<file path="config.mk">
export PLATFORM = sky130hd
export DESIGN_NAME = dcc_top
export DESIGN_NICKNAME = d
export VERILOG_FILES = /design/src/rtl/dcc_sync.v /design/src/rtl/dcc_channel.v /design/src/rtl/dcc_top.v
export VERILOG_INCLUDE_DIRS = /design/src /design/src/common
export SDC_FILE = /design/constraint.sdc
export NUM_CORES = 1
export LEC_CHECK = 0
export BUFFER_PORTS_ARGS = -buffer_cell sky130_fd_sc_hd__clkbuf_2
export CORE_MARGIN = 2
export CORE_UTILIZATION = 40
export DETAILED_ROUTE_END_ITERATION = 12
export PLACE_DENSITY_LB_ADDON = 0.3
export SYNTH_ARGS = -nofsm -noshare
export SYNTH_HDL_FRONTEND = slang
export SYNTH_HIERARCHICAL = 1
export SYNTH_SLANG_ARGS = --single-unit
</file>
<file path="constraint.sdc">
create_clock -name clk -period 2.38 [get_ports clk]
set_clock_uncertainty 0.15 [all_clocks]
set_input_delay 0.238 -clock clk [delete_from_list [all_inputs] [get_ports clk]]
set_output_delay 0.238 -clock clk [all_outputs]
set_load 0.02 [all_outputs]
</file>
<file path="src/common/dcc_regs.vh">
// Register map, field positions, reset values and timing counts of the converter control
//
// Function
// - Two independent channels, each holding an 8-bit code in its own value register.
// - Output equals reference voltage times code over 256, code 0 to 255.
// - Mode register is readable and writable as a whole byte or single bits.
// - Mode register resets to zero; enables at bits 5,4, modes at 1,0.
// - Enable bit 0 disables a channel's conversion, 1 enables it.
// - Mode bit 0 selects normal mode, 1 selects real-time output mode.
// - Real-time trigger is timer A compare for channel 0, timer B for channel 1.
// - Value registers reset to zero and are accessed only as whole bytes.
// - Real-time conversion starts on the timer event; software loads value before it.
// - Normal mode converts on every write to an enabled channel's value register.
// - Normal mode setup is mode, then code, then enable; enabling converts held code.
// - The last converted code stays applied until the channel's next conversion.
// - Real-time setup sets mode, code and enable before the timers start.
// - After setup, each timer event reapplies the value register's code.
// - Real-time outputs may be undefined until the first timer event converts.
// - Stop standby halts conversion and puts both analog outputs in high impedance.
// - Idle standby modes and subclock operation keep converting.
`ifndef DCC_REGS_VH
`define DCC_REGS_VH

`define DCC_ADDR_W 32
`define DCC_DATA_W 8
`define DCC_OFF_VALUE_CH0 32'hFFFFF280
`define DCC_OFF_VALUE_CH1 32'hFFFFF281
`define DCC_OFF_MODE 32'hFFFFF282
`define DCC_OFF_STATUS 32'hFFFFF283

`define DCC_MODE_MD0 0
`define DCC_MODE_MD1 1
`define DCC_MODE_CE0 4
`define DCC_MODE_CE1 5
`define DCC_MODE_IMPL_MASK 8'h33
`define DCC_MODE_RESET 8'h00
`define DCC_VALUE_RESET 8'h00
`define DCC_FULL_MASK 8'hFF

`define DCC_ST_VALID0 0
`define DCC_ST_VALID1 1
`define DCC_ST_SETTLED0 2
`define DCC_ST_SETTLED1 3
`define DCC_ST_CLASH0 4
`define DCC_ST_CLASH1 5
`define DCC_ST_STOP 7

`define DCC_CLK_PERIOD_NS 10
`define DCC_SETTLE_NS 3000
`define DCC_SETTLE_CYCLES (`DCC_SETTLE_NS / `DCC_CLK_PERIOD_NS)
`define DCC_SETTLE_W 9

`endif

</file>
<file path="src/rtl/dcc_sync.v">
// Two-stage synchroniser for a level from outside the clock domain
`timescale 1ns/1ns
`default_nettype none
module dcc_sync (
  input wire clk,
  input wire rst,
  input wire async_in,
  output reg sync_out
);
  reg stage1_reg;

  always @(posedge clk) begin
    if (rst) begin
      stage1_reg <= 1'b0;
      sync_out <= 1'b0;
    end else begin
      stage1_reg <= async_in;
      sync_out <= stage1_reg;
    end
  end
endmodule
`default_nettype wire

</file>
<file path="src/rtl/dcc_channel.v">
// One converter channel: trigger selection and held output code
`timescale 1ns/1ns
`default_nettype none
module dcc_channel #(
  parameter W = 8
) (
  input wire clk,
  input wire rst,
  input wire enable,
  input wire rt_mode,
  input wire stop,
  input wire value_wr,
  input wire [W-1:0] value_wdata,
  input wire [W-1:0] value_held,
  input wire timer_event,
  output reg [W-1:0] code_out,
  output reg code_valid,
  output reg conv_pulse
);
  reg enable_d_reg;
  reg rt_mode_d_reg;
  wire enable_rise;
  wire trig_normal;
  wire trig_rt;
  wire trig;
  wire [W-1:0] src;

  assign enable_rise = enable & ~enable_d_reg;
  // Write while enabled, or enable rising, converts
  assign trig_normal = ~rt_mode & enable & (value_wr | enable_rise);
  assign trig_rt = rt_mode & enable & timer_event;
  assign trig = ~stop & (trig_normal | trig_rt);
  // New write data goes straight through in normal mode
  assign src = (~rt_mode & value_wr) ? value_wdata : value_held;

  always @(posedge clk) begin
    if (rst) begin
      enable_d_reg <= 1'b0;
      rt_mode_d_reg <= 1'b0;
      code_out <= {W{1'b0}};
      code_valid <= 1'b0;
      conv_pulse <= 1'b0;
    end else begin
      enable_d_reg <= enable & ~stop;
      rt_mode_d_reg <= rt_mode;
      conv_pulse <= trig;
      if (trig) begin
        code_out <= src;
        code_valid <= 1'b1;
      end else if (stop || (rt_mode != rt_mode_d_reg)) begin
        code_valid <= 1'b0;
      end
    end
  end
endmodule
`default_nettype wire

</file>
<file path="src/rtl/dcc_top.v">
// Two-channel 8-bit converter control: registers, triggers, standby and settling
//
// Our own choice: the address-and-strobe port.
`timescale 1ns/1ns
`default_nettype none
`include "dcc_regs.vh"
module dcc_top #(
  parameter CODE_W = 8,
  parameter SETTLE_CYCLES = `DCC_SETTLE_CYCLES
) (
  input wire clk,
  input wire rst,
  input wire [`DCC_ADDR_W-1:0] bus_addr,
  input wire [`DCC_DATA_W-1:0] bus_wdata,
  input wire [`DCC_DATA_W-1:0] bus_wmask,
  input wire bus_wr,
  input wire bus_rd,
  output reg [`DCC_DATA_W-1:0] bus_rdata,
  input wire timer_a_compare_event,
  input wire timer_b_compare_event,
  input wire stop_mode_req,
  output wire [CODE_W-1:0] analog_out_ch0_code,
  output wire [CODE_W-1:0] analog_out_ch1_code,
  output reg analog_out_ch0_hiz,
  output reg analog_out_ch1_hiz,
  output wire conv_ch0_pulse,
  output wire conv_ch1_pulse
);
  reg [`DCC_DATA_W-1:0] mode_reg;
  reg [`DCC_DATA_W-1:0] mode_next;
  reg [CODE_W-1:0] value0_reg;
  reg [CODE_W-1:0] value1_reg;
  reg [1:0] clash_reg;
  reg [1:0] clash_next;
  reg [`DCC_SETTLE_W-1:0] settle_cnt_reg [0:1];
  reg [`DCC_DATA_W-1:0] rdata_next;
  wire stop_sync;
  wire sel_value0;
  wire sel_value1;
  wire sel_mode;
  wire sel_status;
  wire full_byte;
  wire value0_wr;
  wire value1_wr;
  wire mode_wr;
  wire status_wr;
  wire [1:0] valid;
  wire [1:0] settled;
  wire [1:0] conv_pulse;
  wire [1:0] timer_evt;
  wire [1:0] rt_mode;
  wire [`DCC_DATA_W-1:0] status_word;
  integer i;

  // Stop standby request from the power controller
  dcc_sync u_stop_sync (
    .clk(clk),
    .rst(rst),
    .async_in(stop_mode_req),
    .sync_out(stop_sync)
  );

  // Address decode
  assign sel_value0 = (bus_addr == `DCC_OFF_VALUE_CH0);
  assign sel_value1 = (bus_addr == `DCC_OFF_VALUE_CH1);
  assign sel_mode = (bus_addr == `DCC_OFF_MODE);
  assign sel_status = (bus_addr == `DCC_OFF_STATUS);
  assign full_byte = (bus_wmask == `DCC_FULL_MASK);

  // Value registers take whole-byte writes only
  assign value0_wr = bus_wr & sel_value0 & full_byte;
  assign value1_wr = bus_wr & sel_value1 & full_byte;
  assign mode_wr = bus_wr & sel_mode;
  assign status_wr = bus_wr & sel_status;

  // Byte or single-bit update of the mode register
  always @* begin
    mode_next = mode_reg;
    if (mode_wr) begin
      mode_next = ((mode_reg & ~bus_wmask) | (bus_wdata & bus_wmask))
        & `DCC_MODE_IMPL_MASK;
    end
  end

  always @(posedge clk) begin
    if (rst) begin
      mode_reg <= `DCC_MODE_RESET;
      value0_reg <= `DCC_VALUE_RESET;
      value1_reg <= `DCC_VALUE_RESET;
    end else begin
      mode_reg <= mode_next;
      if (value0_wr) begin
        value0_reg <= bus_wdata;
      end
      if (value1_wr) begin
        value1_reg <= bus_wdata;
      end
    end
  end

  // Timer A drives channel 0, timer B channel 1
  assign timer_evt[0] = timer_a_compare_event;
  assign timer_evt[1] = timer_b_compare_event;
  assign rt_mode[0] = mode_reg[`DCC_MODE_MD0];
  assign rt_mode[1] = mode_reg[`DCC_MODE_MD1];

  dcc_channel #(
    .W(CODE_W)
  ) u_ch0 (
    .clk(clk),
    .rst(rst),
    .enable(mode_reg[`DCC_MODE_CE0]),
    .rt_mode(rt_mode[0]),
    .stop(stop_sync),
    .value_wr(value0_wr),
    .value_wdata(bus_wdata),
    .value_held(value0_reg),
    .timer_event(timer_evt[0]),
    .code_out(analog_out_ch0_code),
    .code_valid(valid[0]),
    .conv_pulse(conv_pulse[0])
  );

  dcc_channel #(
    .W(CODE_W)
  ) u_ch1 (
    .clk(clk),
    .rst(rst),
    .enable(mode_reg[`DCC_MODE_CE1]),
    .rt_mode(rt_mode[1]),
    .stop(stop_sync),
    .value_wr(value1_wr),
    .value_wdata(bus_wdata),
    .value_held(value1_reg),
    .timer_event(timer_evt[1]),
    .code_out(analog_out_ch1_code),
    .code_valid(valid[1]),
    .conv_pulse(conv_pulse[1])
  );

  // Analog stage sets level = reference * code / 256 from the held code
  assign conv_ch0_pulse = conv_pulse[0];
  assign conv_ch1_pulse = conv_pulse[1];

  // High impedance outputs while stopped
  always @(posedge clk) begin
    if (rst) begin
      analog_out_ch0_hiz <= 1'b0;
      analog_out_ch1_hiz <= 1'b0;
    end else begin
      analog_out_ch0_hiz <= stop_sync;
      analog_out_ch1_hiz <= stop_sync;
    end
  end

  // Settling timer per channel after each conversion
  always @(posedge clk) begin
    if (rst) begin
      for (i = 0; i < 2; i = i + 1) begin
        settle_cnt_reg[i] <= {`DCC_SETTLE_W{1'b0}};
      end
    end else begin
      for (i = 0; i < 2; i = i + 1) begin
        if (conv_pulse[i]) begin
          settle_cnt_reg[i] <= SETTLE_CYCLES[`DCC_SETTLE_W-1:0];
        end else if (settle_cnt_reg[i] != {`DCC_SETTLE_W{1'b0}}) begin
          settle_cnt_reg[i] <= settle_cnt_reg[i] - 1'b1;
        end
      end
    end
  end

  assign settled[0] = valid[0] & (settle_cnt_reg[0] == {`DCC_SETTLE_W{1'b0}});
  assign settled[1] = valid[1] & (settle_cnt_reg[1] == {`DCC_SETTLE_W{1'b0}});

  // Sticky flag: value write in the cycle of a real-time trigger
  always @* begin
    clash_next = clash_reg;
    if (status_wr) begin
      clash_next = clash_reg & ~(bus_wmask[`DCC_ST_CLASH1:`DCC_ST_CLASH0]
        & bus_wdata[`DCC_ST_CLASH1:`DCC_ST_CLASH0]);
    end
    if (value0_wr && rt_mode[0] && timer_evt[0]) begin
      clash_next[0] = 1'b1;
    end
    if (value1_wr && rt_mode[1] && timer_evt[1]) begin
      clash_next[1] = 1'b1;
    end
  end

  always @(posedge clk) begin
    if (rst) begin
      clash_reg <= 2'b00;
    end else begin
      clash_reg <= clash_next;
    end
  end

  assign status_word = {stop_sync, 1'b0, clash_reg, settled, valid};

  // Read data one cycle after the read strobe
  always @* begin
    rdata_next = {`DCC_DATA_W{1'b0}};
    if (bus_rd) begin
      if (sel_mode) begin
        rdata_next = mode_reg & `DCC_MODE_IMPL_MASK;
      end else if (sel_value0) begin
        rdata_next = value0_reg;
      end else if (sel_value1) begin
        rdata_next = value1_reg;
      end else if (sel_status) begin
        rdata_next = status_word;
      end
    end
  end

  always @(posedge clk) begin
    if (rst) begin
      bus_rdata <= {`DCC_DATA_W{1'b0}};
    end else begin
      bus_rdata <= rdata_next;
    end
  end
endmodule
`default_nettype wire

</file>
* Word-level counts from Yosys, hierarchy flattened *
Memories as Yosys holds them, arrays and structs flattened.
Cells that the tools add are included.

word-level totals
  register bits = 57
  bits in latches = 0
  RAM bits = 18
  bits in read-only memories = 0
  input port bits = 55
  output and inout port bits = 28
  logic and storage cells = 124
  memories kept = 1

operators by class
  $add $sub $neg = 2
  multiply operators = 0
  divide/modulo/power cells = 0
  $lt $le $gt $ge = 0
  equal/unequal tests = 7
  shifts and indexed selects = 0
  multiplexer cells = 33
  bitwise operators = 45
  reductions and logical operators = 16

memory list
  name            depth  width  read ports  clocked after Yosys merged registers in  wr ports  RTL line      text
  settle_cnt_reg  2      9      2           0                                        2         dcc_top.v:35  reg [`DCC_SETTLE_W-1:0] settle_cnt_reg [0:1];

operators by type and width
  operator                count
  $eq A32 B32 Y1 const B  4
  $mux W8                 5
  $mux W9                 4
  $and A1 B1 Y1           24
  $mux W1                 22
  $logic_not A9 Y1        2
  $reduce_bool A9 Y1      2
  $sub A9 B1 Y9 const B   2
  $and A6 B6 Y6           2
  $eq A8 B8 Y1 const B    1
  $or A1 B1 Y1            8
  $reduce_bool A2 Y1      4
  $mux W6                 1
  $not A1 Y1              6
  $not A6 Y6              1
  $or A6 B6 Y6            1
  $and A2 B2 Y2           2
  $logic_and A1 B1 Y1     4
  $reduce_or A3 Y1        1
  $logic_or A1 B1 Y1      2
  $mux W2                 1
  $ne A1 B1 Y1            2
  $not A2 Y2              1
  $reduce_or A2 Y1        1

* Logic depth before layout (Yosys ltp) *
Gate-level depths: netlist (run 1).

  depth in word-level cells = 8
  depth in mapped cells = 11
  mapped depth without buffers = 7

* Hierarchy *
Netlist (run 1), hierarchy kept.

by module, submodules not included
  module       instances  cells an instance  area each (um2)  sequential area each (um2)
  dcc_top      1          285                2797.7           1161.1
  dcc_channel  2          54                 591.8            240.2
  dcc_sync     1          4                  52.6             40.0

* Worst setup path before layout (run 1) *
No wires, ideal clock.

  path kind = input -> register
  start = in bus_addr[12]
  end = reg u_ch0.code_out[0]
  library setup time = 81 ps
  arrival time = 1956 ps
  data required time = 2149 ps
  setup slack = 193 ps
  stages = 11
  buffers on the path = 4
  cells stage by stage = and4b_1 and4_1 buf_4 buf_4 nand2_1 nor2_1 or3b_1 buf_6 and3_4 buf_6 a211oi_2

on the way
  longest elaborated chain between the ends = 7
  elaborated cells between the ends (all ways) = 9
  classes of those cells = eq/ne: 1; mux: 1; bitwise: 7

ends and longest elaborated chain
  what                           RTL line          text
  from (decl)                    dcc_top.v:13      input wire [`DCC_ADDR_W-1:0] bus_addr,
  $eq A32 B32 Y1 (no line) *     -
  $and A1 B1 Y1 * (2 in series)  dcc_top.v:71      assign value0_wr = bus_wr & sel_value0 & full_byte;
  named net value0_wr            dcc_top.v:43      wire value0_wr;
  $or A1 B1 Y1                   dcc_channel.v:30  assign trig_normal = ~rt_mode & enable & (value_wr | enable_rise);
  $and A1 B1 Y1                  dcc_channel.v:30
  $or A1 B1 Y1                   dcc_channel.v:32  assign trig = ~stop & (trig_normal | trig_rt);
  $and A1 B1 Y1                  dcc_channel.v:32
  to (signal assigned)           dcc_channel.v:40  code_out <= {W{1'b0}};
  to (signal assigned)           dcc_channel.v:48  code_out <= src;
  to (decl)                      dcc_channel.v:16  output reg [W-1:0] code_out,

Mark *: on every way through the listed nets, which the timed path passes. The rest lies on a longest branch.
A chain may end at the register's enable or synchronous reset.

==> results of run 1 <==
==> synth_stat cells, types with 7 or more instances <==
library cell,instances
nand2_1,14
dfxtp_1,57
xor2_1,12
a31oi_1,17
nand2b_1,14
o31ai_1,10
nor2b_1,19
nor3_1,8
nand3_1,11
inv_1,10
and4_1,7
clkbuf_1,11
edfxtp_1,18
mux2i_1,30
a211oi_2,16
nand4_1,22
nor2_1,28
a21oi_1,27
==> critical path, cell delays in order, from the launching register on <==
cell      delay, ns
edfxtp_1       0.42
inv_1          0.08
ha_1           0.21
nor4b_2        0.28
nand3_1        0.20
or2_1          0.41
==> worst paths after layout <==
| check | startpoint | to | slack [ns] |
|---|---|---|---|
| max | settle_cnt_reg[0][0] | settle_cnt_reg[0][0] | 0.34 |
| min | bus_wdata[2] | value1_reg[2] | 0.04 |
| max reg2reg | settle_cnt_reg[0][0] | settle_cnt_reg[0][0] | 0.34 |
| min reg2reg | u_stop_sync/stage1_reg | u_stop_sync/sync_out | 0.29 |
==> power breakdown <==
group	total (mW)	switching [mW]	leakage, nW	internal (mW)
sequential	1.63	0.135	0.668	1.49
clock	0.871	0.468	0.0872	0.404
combinational	0.874	0.477	1.25	0.397
total	3.37	1.08	2.01	2.29
==> layout make-up <==
class	instances	area, um^2
Tap cell	133	166
Sequential cell	75	1680
Inverter	11	41.3
Multi-Input combinational cell	285	2160
Timing Repair Buffer	103	571
Clock inverter	3	15.0
Fill cell	947	4990
Clock buffer	13	149
==> per-layer routing <==
layer	GRT usage	up-vias	wire, um
met4	0.0637	0	146
met3	0.0564	13	647
met1	0.239	1642	4380
met5	0	-	0
met2	0.346	99	5470
li1	-	1661	-
==> logic make-up (layout without fill, tap and decap cells) <==
group | Yosys count | after routing | share of synthesized area
multiplexers | 34 | 34 | 0.0968
adder cells (fa/ha/maj) | 2 | 2 | 0.00620
flip-flops | 75 | 75 | 0.417
buffers and inverters | 37 | 130 | 0.0487
AND/OR/NAND/NOR | 156 | 156 | 0.256
XOR/XNOR | 14 | 14 | 0.0304
AO/OA/AOI/OAI | 79 | 79 | 0.145
==> repair_timing <==
| item | CTS | global route |
|---|---|---|
| hold endpoints to repair | 1 | 0 |
| setup buffers | 0 | 0 |
| hold buffers | 1 | 0 |
| setup endpoints to repair | 0 | 0 |
==> flow_summary.toml, run 1 <==
[timing]
max-slew-margin-rel = 0.453
final.setup.tns_ns = 0
fmax_mhz = 491
drv_slew = 0
hold_ws_ns = 0.0368
min_period_ns = 2.04
period_share = 0.856
rsz0062_at_grt = "no"
max_slew.worst_pin.slew_ns = 0.818
hold_viol = 0
setup_viol = 0
layout_setup_ws_ns = 0.342

[yosys]
syn_avg_cell_area_um2 = 10.2
ys_warn_count = 6
postSynth.asyncResetShare = 0
synth_top_area_frac = 0.283
synth_edf_count = 18
netlist_instances = 397
synth_top_area_cell = "dfxtp_1"
synth_area_um2 = 4030
ys_seq_area_frac = 0.417
syn_nets = 454
synth_ff_type = "dfxtp_1"
ys_top_cells_by_area = "dfxtp_1, edfxtp_1, mux2i_1, a211oi_2, nand4_1"
synth-seq-cells = 75
ys_types = 50

[cells_and_area]
drive_gt1_frac = 0.308
final_cell_mix = "clkbuf_2, dfxtp_1, mux2i_1, nor2_1, a21oi_1"
final_area_um2 = 4780
largest_reg_flops = 18
final_common_cell = "clkbuf_2"
finish.utilization = 0.489
final_nets = 542
area_delta_synth_final_pct = 18.5
diodes = 0
stdcell_count = 623

[floorplanning]
num_io_pins = 83
die_h_um = 104
initial_core_util = 0.413
coreArea_um2 = 9770
num_rows = 36
dieWidth_um = 104
die-area_um2 = 10900

[setup_path]
r2r_cells = 5
crit_required_ns = 2.29
cp_max_fo = 9
path_class = "reg2reg"
end_kind = "flop"
cp-start-kind = "flop"
crit_arrival_ns = 1.94

[grt]
antenna_found_initial = 0
grt_max_degree = 24
gr-total-overflow = 0
grt_pass1_vias = 3518
grt_pass1_wl_um = 17300
gr-usage-all-layers = 0.200

[power_and_ir_drop]
p_leak_nw = 2.01
p_per_area_nw_per_um2 = 706
total_power_mw = 3.37
ir_drop_mv = 0.329

[placed_design]
place_ws_ns = 0.174
dp_cells = 606
gp_congestion = 0.856
place_hpwl_um = 8030
port_buffers = 82
place_area_um2 = 4610

[min_path]
hold_path_class = "in2reg"
hold_depth = 3

[detailed_routing]
drtAntennaViolNets = 0
num_vias = 3415
dr.pass1.iters = 4
wl_per_cell_um = 17.1
drc = 0
wl_um = 10600
drt_first_iter_violations = 303
viasPerCell = 5.48

[clock_tree]
cts_resized = 0
cts-htree-levels = 3
clock_path_buffers = 2
clk_latency_ns = 0.36
cts_tree = "yes"
cts_buffers = 9
cts_root_buf = "clkbuf_8"
path_clk_slew_ns = 0.07
cts_num_sinks = 75

[job]
maxCapViolations = 0

[status]
status = "finished, final reports clean"
Power figures use the tool's default switching activity.
==> run 2, diff against run 1 <==
- SYNTH_HIERARCHICAL: 1 -> not set
==> run 2 against run 1 <==
Net effect: utilization is 1.3 points higher; first-iteration DRC count fell by 57%; critical path depth stayed put; maximum frequency shrank 5.9%; synthesized cell count fell by 9.6%; flip-flop and latch count is the same; critical path type unchanged; largest cell class unchanged.
==> flow_summary.toml, run 2 <==
[setup_path]
path_cells = "nor4_2 -> nand4b_1 -> o31ai_1 -> and2_1 -> a21oi_1"
r2r_cells = 5
crit_required_ns = 2.31
cp-start-kind = "flop"
r2r-end = "settle_cnt_reg[1][8]"
end_kind = "flop"
r2r_slack_ns = 0.21
path_class = "reg2reg"
slowest_delay_ns = 0.48
cp_max_fo = 5
timing.rr.start = "settle_cnt_reg[0][4]"
critPathSlowestCell = "edfxtp_1"
crit_arrival_ns = 2.10

[detailed_routing]
drtAntennaViolNets = 0
drc = 0
num_vias = 3049
wl_per_cell_um = 15.6
wl_um = 8860
viasPerCell = 5.38
dr.pass1.iters = 5
drt_first_iter_violations = 130

[min_path]
hold_depth = 3
min-delay-start = "bus_wdata[3]"
whs_endpoint = "value0_reg[3]"
hold_path_class = "in2reg"

[yosys]
postSynth.asyncResetShare = 0
synth_top_area_cell = "dfxtp_1"
syn_nets = 418
synth_edf_count = 18
synth-seq-cells = 75
synth_area_um2 = 3580
netlist_instances = 359
synth_ff_type = "dfxtp_1"
synth_top_area_frac = 0.319
ys_top_cells_by_area = "dfxtp_1, edfxtp_1, mux2i_1, nor2_1, o31ai_1"
syn_avg_cell_area_um2 = 9.98
yosysMostFrequentCell = "dfxtp_1"
ys_warn_count = 0
ys_seq_area_frac = 0.469
yosys-top-cells-count = "dfxtp_1, nor2_1, mux2i_1, nand2_1, a21oi_1"
ys_types = 49

[power_and_ir_drop]
power_switching_mw = 0.869
ir_drop_mv = 0.423
p_per_area_nw_per_um2 = 697
seqPwrFrac = 0.511
total_power_mw = 3.05
p_comb_frac = 0.178
p_leak_nw = 2.10
p_sw_frac = 0.285
pwr-share-clk = 0.311
p_int_mw = 2.18

[job]
maxCapViolations = 0

[grt]
gr-total-overflow = 0
gr-usage-all-layers = 0.188
grt_pass1_wl_um = 14800
grt_pass1_vias = 3081
antenna_found_initial = 0
grt_max_degree = 25

[timing]
drv_slew = 0
max_slew.worst_pin.slew_ns = 0.593
rsz0062_at_grt = "no"
min_period_ns = 2.17
final.setup.tns_ns = 0
hold_viol = 0
hold_ws_ns = 0.0361
max-slew-margin-rel = 0.594
fmax_mhz = 462
period_share = 0.910
setup_viol = 0

[clock_tree]
cts_num_sinks = 75
clock_path_buffers = 2
cts_setup_buffers = 0
cts-htree-levels = 3
cts_buffers = 9
cts_tree = "yes"
path_clk_slew_ns = 0.08
cts_root_buf = "clkbuf_8"
clk_latency_ns = 0.35

[placed_design]
gp_congestion = 0.904
port_buffers = 82
place_hpwl_um = 6630
dp_cells = 548

[cells_and_area]
diodes = 0
final_cell_mix = "clkbuf_2, dfxtp_1, nor2_1, mux2i_1, nand2_1"
largest_reg_flops = 18
area_delta_synth_final_pct = 22.2
drive_gt1_frac = 0.296
num-fill-cells = 841
final_common_cell = "clkbuf_2"
stdcell_count = 567
final_nets = 513

[floorplanning]
num_io_pins = 83
num_rows = 34
die_h_um = 98.6
coreArea_um2 = 8720
initial_core_util = 0.411
die-area_um2 = 9730
dieWidth_um = 98.6

[status]
status = "finished, final reports clean"
-- run 2: cell types whose count changed in the layout (fill, tap and decap cells not counted), moves of 5 or more --
cell,change
nand2b_1,-13
a21oi_2,+8
o31ai_1,+8
and4_1,-5
a21oi_1,-8
a31oi_1,-16
mux2i_1,+6
nor2b_1,-8
a211oi_2,-16
xor2_1,-7
nand4_1,-15
nand2_1,+18
nor2_1,+11
xnor2_1,+8
-- run 2: metrics by stage --
stage / worst slack (ns) / utilization / area (um^2)
floorplan: 0.274 / - / 3580
global placement: 0.0443 / 0.477 / 4160
detailed placement: 0.0433 / 0.477 / 4160
CTS: 0.201 / 0.501 / 4370
global route: 0.0286 / 0.502 / 4380
finish: 0.214 / 0.502 / 4380
-- run 2: timing repair --
item | in CTS | in global routing
setup endpoints to repair | 0 | 4
resized for setup | 0 | 1
hold buffers | 3 | 0
endpoints found under the hold margin | 3 | 0
-- run 2: cells by family (layout without fill, tap and decap cells) --
kind of cell	after synthesis	in the layout	share of synthesized area
adder cells (fa/ha/maj)	4	4	0.0140
multiplexers	37	37	0.104
flip-flops	75	75	0.469
XOR/XNOR	15	15	0.0367
AO/OA/AOI/OAI	63	63	0.128
AND/OR/NAND/NOR	137	137	0.207
buffers and inverters	28	128	0.0405
-- run 2: final cells by class --
cell class / count / area (um^2) / area share
repair buffers: 103 / 576 / 0.132
well taps: 108 / 135 / 0.0309
clock inverters: 6 / 55.1 / 0.0126
inverters: 9 / 33.8 / 0.00772
flip-flops and latches: 75 / 1680 / 0.384
multi-input cells: 256 / 1770 / 0.404
clock buffers: 10 / 128 / 0.0292
-- run 2: power by group through the flow --
| stage | Sequential [mW] | Clock, mW | Combinational, mW |
|---|---|---|---|
| finish | 1.56 | 0.947 | 0.544 |
| global route | 1.58 | 1.01 | 0.612 |
| CTS | 1.55 | 0.968 | 0.538 |
| detailed placement | 1.58 | 0 | 0.528 |
| global placement | 1.58 | 0 | 0.517 |
| floorplan | 1.55 | 0 | 0.385 |
-- run 2: critical path: cells and delay by family (launching register included) --
kind / cells / cell delay (ns)
compound gates: 2 / 0.38
flops: 1 / 0.48
simple gates: 3 / 0.89
-- run 2: how the worst max path moves through the flow --
stage	start	to	cells past startpoint
2_1_floorplan	settle_cnt_reg[0][4]	settle_cnt_reg[1][2]	5
3_3_place_gp	bus_addr[3]	bus_rdata[7]	6
3_5_place_dp	bus_addr[3]	bus_rdata[7]	6
4_1_cts	settle_cnt_reg[0][4]	settle_cnt_reg[1][5]	5
5_1_grt	settle_cnt_reg[0][4]	settle_cnt_reg[1][5]	5
6_report	settle_cnt_reg[0][4]	settle_cnt_reg[1][8]	5
-- run 2: metal layers --
metal  up-vias  share of wire  wire length (um)  global-route usage
met1      1467           0.44              3910               0.234
met4         0          0.014               128              0.0548
li1       1492              -                 -                   -
met3        13          0.042               370              0.0504
met2        77           0.50              4450               0.322
met5         -              0                 0                   0
